File: src/logic/rpo_pkg.sv
/*
  Shared constants and types for the resolver position output block:
  the angle counter, the serial read port and the encoder emulation.
  Assumes a 25 MHz system clock shared by both ends of the link.
*/
`default_nettype none

package rpo_pkg;

  localparam int ANGLE_W = 12;
  localparam int WORD_W = 16;
  localparam int FIFO_DEPTH = 16;
  localparam int TMR_W = 8;

  localparam int CLK_MHZ = 25;

  // Times in ns, converted to cycles with rounding up (least times).
  localparam int STEP_PULSE_NS = 300;
  localparam int STEP_PULSE_CYC = (STEP_PULSE_NS * CLK_MHZ + 999) / 1000;
  localparam int SETUP_NS = 600;
  localparam int SETUP_CYC = (SETUP_NS * CLK_MHZ + 999) / 1000;
  localparam int HOLD_NS = 100;
  localparam int HOLD_CYC = (HOLD_NS * CLK_MHZ + 999) / 1000;
  localparam int GAP_NS = 250;
  localparam int GAP_CYC = (GAP_NS * CLK_MHZ + 999) / 1000;

  // Shift clock ceiling; each half period rounds up so the rate stays below.
  localparam int SCLK_MAX_KHZ = 2000;
  localparam int SCLK_HALF_CYC =
    (CLK_MHZ * 1000 + 2 * SCLK_MAX_KHZ - 1) / (2 * SCLK_MAX_KHZ);

  localparam logic [ANGLE_W-1:0] ANGLE_RST = 12'h000;
  localparam logic [4:0] FULL_BITS = 5'h0c;

  // Index width in counter steps; one A cycle is four steps.
  localparam logic [ANGLE_W-1:0] IDX_LSB_90 = 12'h001;
  localparam logic [ANGLE_W-1:0] IDX_LSB_180 = 12'h002;
  localparam logic [ANGLE_W-1:0] IDX_LSB_360 = 12'h004;

  // Codes of the three-level width select pin as seen by the logic.
  localparam logic [1:0] SEL_POS = 2'h0;
  localparam logic [1:0] SEL_GND = 2'h1;
  localparam logic [1:0] SEL_NEG = 2'h2;
  localparam logic [1:0] SEL_OPEN = 2'h3;
  localparam logic [1:0] SEL_RST = 2'h3;

  typedef enum logic [1:0] {
    RPO_W90,
    RPO_W180,
    RPO_W360
  } rpo_idx_w_e;

  typedef enum logic [2:0] {
    H_IDLE,
    H_SETUP,
    H_LOW,
    H_HIGH,
    H_HOLD,
    H_GAP
  } rpo_hst_e;

endpackage

`default_nettype wire

File: src/logic/rpo_if.sv
/*
  Three-wire serial link between the position output device and the host.
  Assumes the open data wire reads low when nobody drives it.
*/
`timescale 1ns/1ns
`default_nettype none

interface rpo_if;
  logic cs_n;
  logic sclk;
  logic dev_data;
  logic dev_data_oe;
  logic data_line;

  // The wire level is resolved here so that no end needs a tri-state.
  assign data_line = dev_data_oe & dev_data;

  modport dev (
    input cs_n,
    input sclk,
    output dev_data,
    output dev_data_oe
  );

  modport host (
    output cs_n,
    output sclk,
    input data_line
  );
endinterface

`default_nettype wire

File: src/logic/rpo_device.sv
/*
  Device end: 12-bit angle counter, serial read port and encoder emulation.
  Assumes step requests come from tracking loop logic on i_clk, while the
  select and shift clock arrive from the host asynchronously.
*/
`timescale 1ns/1ns
`default_nettype none

module rpo_device (
  input wire logic i_clk,
  input wire logic i_nrst,
  input wire logic i_ce,
  input wire logic i_step,
  input wire logic i_step_up,
  input wire logic i_sig_valid,
  input wire logic [1:0] i_idx_width_sel,
  rpo_if.dev link,
  output logic o_a,
  output logic o_b,
  output logic o_dir,
  output logic o_index_pulse,
  output logic o_lsb_step_pulse,
  output logic o_enc_valid,
  output logic [rpo_pkg::ANGLE_W-1:0] o_angle
);

  logic [rpo_pkg::ANGLE_W-1:0] angle_ff;
  logic [rpo_pkg::ANGLE_W-1:0] nxt_angle;
  logic dir_ff;
  logic [rpo_pkg::TMR_W-1:0] pulse_tmr_ff;
  logic pulse_ff;
  logic a_ff;
  logic b_ff;
  logic index_ff;
  logic valid_ff;
  logic [1:0] wsel_s1_ff;
  logic [1:0] wsel_s2_ff;
  rpo_pkg::rpo_idx_w_e idx_w;
  logic [rpo_pkg::ANGLE_W-1:0] idx_lsb;
  logic cs_s1_ff;
  logic cs_s2_ff;
  logic cs_d_ff;
  logic sclk_s1_ff;
  logic sclk_s2_ff;
  logic sclk_d_ff;
  logic cs_fall;
  logic sclk_fall;
  logic [rpo_pkg::ANGLE_W-1:0] shift_ff;
  logic data_ff;

  // The counter is the only position store; it is always current.
  always_comb
  begin
    nxt_angle = angle_ff;
    if (i_step)
    begin
      if (i_step_up)
        nxt_angle = angle_ff + 12'h001;
      else
        nxt_angle = angle_ff - 12'h001;
    end
  end

  always_ff @(posedge i_clk or negedge i_nrst)
  begin
    if (!i_nrst)
      angle_ff <= rpo_pkg::ANGLE_RST;
    else if (i_ce)
      angle_ff <= nxt_angle;
  end

  always_ff @(posedge i_clk or negedge i_nrst)
  begin
    if (!i_nrst)
      dir_ff <= 1'b1;
    else if (i_ce && i_step)
      dir_ff <= i_step_up;
  end

  // A step arriving during a pulse restarts it, so close steps merge into one
  // stretched pulse; at the rated step rate the pulse always ends first.
  always_ff @(posedge i_clk or negedge i_nrst)
  begin
    if (!i_nrst)
    begin
      pulse_tmr_ff <= '0;
      pulse_ff <= 1'b0;
    end
    else if (i_ce)
    begin
      if (i_step)
      begin
        pulse_tmr_ff <= rpo_pkg::TMR_W'(rpo_pkg::STEP_PULSE_CYC - 1);
        pulse_ff <= 1'b1;
      end
      else if (pulse_tmr_ff != '0)
        pulse_tmr_ff <= pulse_tmr_ff - 8'h01;
      else
        pulse_ff <= 1'b0;
    end
  end

  // Encoder outputs follow the counter every step, no request needed.
  always_ff @(posedge i_clk or negedge i_nrst)
  begin
    if (!i_nrst)
    begin
      a_ff <= 1'b0;
      b_ff <= 1'b0;
      index_ff <= 1'b0;
    end
    else if (i_ce)
    begin
      a_ff <= nxt_angle[1];
      b_ff <= nxt_angle[1] ^ nxt_angle[0];
      index_ff <= nxt_angle < idx_lsb;
    end
  end

  always_ff @(posedge i_clk or negedge i_nrst)
  begin
    if (!i_nrst)
      valid_ff <= 1'b0;
    else if (i_ce)
      valid_ff <= i_sig_valid;
  end

  // The width select is a static strap but still crosses in through two
  // flip-flops, since it may be moved by a jumper at any time.
  always_ff @(posedge i_clk or negedge i_nrst)
  begin
    if (!i_nrst)
    begin
      wsel_s1_ff <= rpo_pkg::SEL_RST;
      wsel_s2_ff <= rpo_pkg::SEL_RST;
    end
    else if (i_ce)
    begin
      wsel_s1_ff <= i_idx_width_sel;
      wsel_s2_ff <= wsel_s1_ff;
    end
  end

  always_comb
  begin
    case (wsel_s2_ff)
      rpo_pkg::SEL_POS: idx_w = rpo_pkg::RPO_W90;
      rpo_pkg::SEL_GND: idx_w = rpo_pkg::RPO_W180;
      rpo_pkg::SEL_NEG: idx_w = rpo_pkg::RPO_W360;
      rpo_pkg::SEL_OPEN: idx_w = rpo_pkg::RPO_W90;
      default: idx_w = rpo_pkg::RPO_W90;
    endcase
  end

  always_comb
  begin
    case (idx_w)
      rpo_pkg::RPO_W90: idx_lsb = rpo_pkg::IDX_LSB_90;
      rpo_pkg::RPO_W180: idx_lsb = rpo_pkg::IDX_LSB_180;
      rpo_pkg::RPO_W360: idx_lsb = rpo_pkg::IDX_LSB_360;
      default: idx_lsb = rpo_pkg::IDX_LSB_90;
    endcase
  end

  always_ff @(posedge i_clk or negedge i_nrst)
  begin
    if (!i_nrst)
    begin
      cs_s1_ff <= 1'b1;
      cs_s2_ff <= 1'b1;
      cs_d_ff <= 1'b1;
      sclk_s1_ff <= 1'b1;
      sclk_s2_ff <= 1'b1;
      sclk_d_ff <= 1'b1;
    end
    else if (i_ce)
    begin
      cs_s1_ff <= link.cs_n;
      cs_s2_ff <= cs_s1_ff;
      cs_d_ff <= cs_s2_ff;
      sclk_s1_ff <= link.sclk;
      sclk_s2_ff <= sclk_s1_ff;
      sclk_d_ff <= sclk_s2_ff;
    end
  end

  assign cs_fall = cs_d_ff & ~cs_s2_ff;
  assign sclk_fall = sclk_d_ff & ~sclk_s2_ff;

  // The bit on the wire before the first fall is a void zero; each fall
  // then presents the next bit, and the empty shifter feeds zeros.
  always_ff @(posedge i_clk or negedge i_nrst)
  begin
    if (!i_nrst)
    begin
      shift_ff <= '0;
      data_ff <= 1'b0;
    end
    else if (i_ce)
    begin
      if (cs_fall)
      begin
        shift_ff <= angle_ff;
        data_ff <= 1'b0;
      end
      else if (!cs_s2_ff && sclk_fall)
      begin
        data_ff <= shift_ff[rpo_pkg::ANGLE_W-1];
        shift_ff <= {shift_ff[rpo_pkg::ANGLE_W-2:0], 1'b0};
      end
    end
  end

  assign link.dev_data = data_ff;
  assign link.dev_data_oe = ~cs_s2_ff;

  assign o_a = a_ff;
  assign o_b = b_ff;
  assign o_dir = dir_ff;
  assign o_index_pulse = index_ff;
  assign o_lsb_step_pulse = pulse_ff;
  assign o_enc_valid = valid_ff;
  assign o_angle = angle_ff;

endmodule

`default_nettype wire

File: src/flat_wrapper.sv
// flat-port wrapper written by rule: the top's interface ports become plain ports
module rpo_device_flat 
  (i_clk, i_nrst, i_ce, i_step, i_step_up, i_sig_valid, i_idx_width_sel, o_a, o_b, o_dir, o_index_pulse, o_lsb_step_pulse, o_enc_valid, o_angle, link_cs_n, link_sclk, link_dev_data, link_dev_data_oe);
  rpo_if link_i ();
  input wire logic i_clk;
  input wire logic i_nrst;
  input wire logic i_ce;
  input wire logic i_step;
  input wire logic i_step_up;
  input wire logic i_sig_valid;
  input wire logic [1:0] i_idx_width_sel;
  output logic o_a;
  output logic o_b;
  output logic o_dir;
  output logic o_index_pulse;
  output logic o_lsb_step_pulse;
  output logic o_enc_valid;
  output logic [rpo_pkg::ANGLE_W-1:0] o_angle;
  input wire logic [$bits(link_i.cs_n)-1:0] link_cs_n;
  input wire logic [$bits(link_i.sclk)-1:0] link_sclk;
  output wire logic [$bits(link_i.dev_data)-1:0] link_dev_data;
  output wire logic [$bits(link_i.dev_data_oe)-1:0] link_dev_data_oe;
  assign link_i.cs_n = link_cs_n;
  assign link_i.sclk = link_sclk;
  assign link_dev_data = link_i.dev_data;
  assign link_dev_data_oe = link_i.dev_data_oe;
  rpo_device u_core (.i_clk(i_clk), .i_nrst(i_nrst), .i_ce(i_ce), .i_step(i_step), .i_step_up(i_step_up), .i_sig_valid(i_sig_valid), .i_idx_width_sel(i_idx_width_sel), .link(link_i), .o_a(o_a), .o_b(o_b), .o_dir(o_dir), .o_index_pulse(o_index_pulse), .o_lsb_step_pulse(o_lsb_step_pulse), .o_enc_valid(o_enc_valid), .o_angle(o_angle));
endmodule
File: config.mk
export PLATFORM = sky130hd
export DESIGN_NAME = rpo_device_flat
export DESIGN_NICKNAME = d
export VERILOG_FILES = /design/src/logic/rpo_pkg.sv /design/src/logic/rpo_if.sv /design/src/logic/rpo_device.sv /design/src/flat_wrapper.sv
export SDC_FILE = /design/constraint.sdc
export NUM_CORES = 1
export LEC_CHECK = 0
export ABC_CLOCK_PERIOD_IN_PS = 5620
export BUFFER_PORTS_ARGS = -buffer_cell sky130_fd_sc_hd__buf_2
export CORE_MARGIN = 5
export CORE_UTILIZATION = 40
export CTS_CLUSTER_DIAMETER = 200
export CTS_CLUSTER_SIZE = 28
export DETAILED_ROUTE_END_ITERATION = 8
export PLACE_DENSITY = 0.61
export SYNTH_ARGS = -nofsm -noshare
export SYNTH_HDL_FRONTEND = slang
export SYNTH_SLANG_ARGS = --single-unit
export TNS_END_PERCENT = 5
File: constraint.sdc
create_clock -name i_clk -period 5.62 [get_ports i_clk]
set_clock_uncertainty 0.05 [all_clocks]
set_input_delay 0.562 -clock i_clk [delete_from_list [all_inputs] [get_ports i_clk]]
set_output_delay 0.562 -clock i_clk [all_outputs]
set_load 0.005 [all_outputs]
==> results.md <==
* Status: finished, final reports clean
* Final core occ at 45.79%
* Critical R2R Capture: u_core.o_index_pulse
* Unrepaired setup endpoints after global routing: no
* H-tree Lvls at 2
* Ys Warns at 0
* DR vias at 1998
* Syn nets at slightly above 300
* Initial antenna violation count at 0
* Die span in x at 92.84 um
* Root Driver: clkbuf_8
* Ant diodes at 0
* CTS Buffer Depth at 2
* Row cnt at 30
* Num CTS Buffers at 5
* NumNets Final at 335
* Vias per Instance at 5.136
* Worst Setup Path Type: primary input to register
* First-pass GRT wire length at ~9700 um
* Slew Viols, Final at 0
* Total GRT Usage at 14.30%
* Fillers at 664
* Max-cap violations at 0
* Die footprint at 8619 sq um
* Dpl hpwl at between 4000 and 5000 um
* Post-synth top flop: dfrtp_1
* HP Class: primary input to asynchronous set/reset pin
* Setup TNS at 0 ps
* Clock sink count at 48
* Setup crit start: i_step_up
* Ys async rst share at 100.0%
* Initial core utilization at between 40% and 50%
* RD Place Congestion at 0.8532
* Seq/Total Area, Yosys at 44.26%
* Layout cells sized above 1 at 20.39%
* CP startpoint kind: primary input
* Syn_area_per_cell at 9.769 sq um
* Final ANT Viol Nets at 0
* Die height at 92.84 um
* Syn Inst Count at 281
* R2R cell count at 10
* Crit Path Max Fanout at 12
* CTS Hold Bufs at 0
* GRT overflow at 0
* Area growth, synth to finish at 12.08%
* Largest net degree at the start of global routing at 49
* Number of synthesized flops with an enable pin at 0
* Clk_lat worst skew at 300 ps
* Post-CTS Setup Inserts at 0
* R2R Setup Slk at 2510 ps
* TritonCTS clock tree: done
* Setup crit end kind: register
* Drt first pass iters at 5
* Rel. slew slack at 29.30%
* PD cells at a little under 500 nW/um^2
* Yosys reg bits at 48
* Highest Clock Rate at 0.3036 GHz
* Clk pin slew, worst setup/hold paths at 90 ps
* DRC at 0
* Slew @ Worst Pin at between 1000 and 1500 ps
* Final Hold Viols at 0
* Peak VDD IR at 0.1670 mV
* Data arrival, critical path at 3460 ps
* Final Setup Violations at 0
* Unique masters post-synth at 47
* Fin crit period at 3294 ps
* Initial drt markers at 96
* Leak at 0.001405 uW
* R2r startpoint: u_core.o_angle[0]
* Fin crit share at 58.61%
* # resized after CTS at 0
* I/O pins at 30
* WL per Instance at roughly 15 um
* WP data required at 5790 ps
* Post-Route WL at 5706 um
* Post-Synthesis Cell Area at 2745 sq um
* Port Buffers at 29
* Core Footprint at 6719 sq um
* Vias in the first global route at about 2000
cell usage after synthesis, drive strengths merged (3+ instances only):
cell     n  share of area (%)
xnor2   13                4.4
nor2    21                2.9
o31ai    3               0.82
xor2     4                1.3
o21a     4                1.1
or3      3               0.68
o21ai   30                5.5
dfrtp   37                 34
clkbuf   7               0.96
inv     15                2.1
ha      16                7.3
a31oi    4               0.91
nor3b    3               0.82
nor3     6                1.1
nand2   36                4.9
a21oi   11                2.0
and2     4               0.91
mux2     9                3.7
dfstp   11                 11
mux2i   13                4.7
buf      3               0.59
cells in the final DEF (no fill, tap or decap), types with 2 or more instances in the layout:
cell type,n
nor2_1,21
o31ai_1,3
o21ai_0,28
a21oi_1,11
a211oi_1,2
nand3_1,2
a31oi_1,4
nand2_1,36
dfrtp_1,37
o21a_1,4
o21ai_1,2
nor3_1,6
o221ai_1,2
dfstp_2,11
or3_1,3
nand4_1,2
ha_1,16
nor4_1,2
mux2i_1,13
a21boi_0,2
clkbuf_8,6
buf_2,29
and2_1,4
nor3b_1,3
xor2_1,4
inv_1,15
mux2_2,9
xnor2_1,12
kinds of logic after synthesis:
family | synth area share (%)
simple gates | 14.04
fa+ha+maj | 8.022
compound gates | 15.95
flops | 44.26
mux | 8.432
buf+inv | 3.601
xor+xnor | 5.697
flip-flops by register name (all words and copies together), names as in the netlist:
register,count
u_core.o_enc_valid,1
u_core.o_b,1
u_core.sclk_d_ff,1
u_core.o_index_pulse,1
u_core.cs_s2_ff,1
u_core.wsel_s2_ff,2
u_core.o_angle,12
u_core.link.dev_data,1
u_core.o_dir,1
u_core.shift_ff,12
u_core.cs_s1_ff,1
u_core.o_lsb_step_pulse,1
u_core.sclk_s2_ff,1
u_core.wsel_s1_ff,2
u_core.pulse_tmr_ff,8
u_core.sclk_s1_ff,1
u_core.cs_d_ff,1
final cells by class:
class	instances	area (sq um)	area share [%]
multi-input cells	208	1431	46.52
repair buffers	30	152.6	4.961
well taps	80	100.1	3.253
inverters	15	56.30	1.830
clock buffers	6	82.58	2.684
clock inverters	2	38.79	1.261
flip-flops and latches	48	1215	39.49
power breakdown:
part           switching, uW  internal [uW]
Combinational            351            302
Clock                    122            146
Sequential               111            453
Total                    584            900
stage by stage:
step	hold slack (ps)	setup slack, ps	instance area (sq um)	power, uW	cells
2_1_floorplan	216.4	2557	2745	1026	281
3_3_place_gp	410.4	2219	2955	1221	381
3_5_place_dp	421.4	2096	2955	1225	381
4_1_cts	423.4	2389	3077	1502	389
5_1_grt	418.6	2180	3077	1615	389
6_report	394.7	2326	3077	1484	389
critical path, cell delays in order:
cell,delay (ps)
buf_2,110
inv_1,320
fa_1,500
mux2i_1,270
inv_1,80
ha_1,290
o21ai_0,150
a31oi_1,60
or4_1,430
nor4b_1,370
nand4_1,160
o221ai_1,190
per-layer routing:
metal / part of all wire, % / track usage (%) / vias to the layer above
met5: 0 / 0 / -
met4: 0.82 / 4.762 / 0
met3: 3.5 / 2.924 / 2
met2: 46 / 22.32 / 32
met1: 49 / 19.72 / 921
li1: - / - / 1043
how the worst max path moves through the flow:
stage / to / slack (ps) / cells after the start
after detailed placement: u_core.o_index_pulse / 2100 / 12
after global routing: u_core.o_index_pulse / 2180 / 12
after floorplan: u_core.o_index_pulse / 2560 / 11
after global placement: u_core.o_index_pulse / 2220 / 12
after CTS: u_core.o_index_pulse / 2390 / 12
final: u_core.o_index_pulse / 2330 / 12
(Power assumes the default switching activity.)
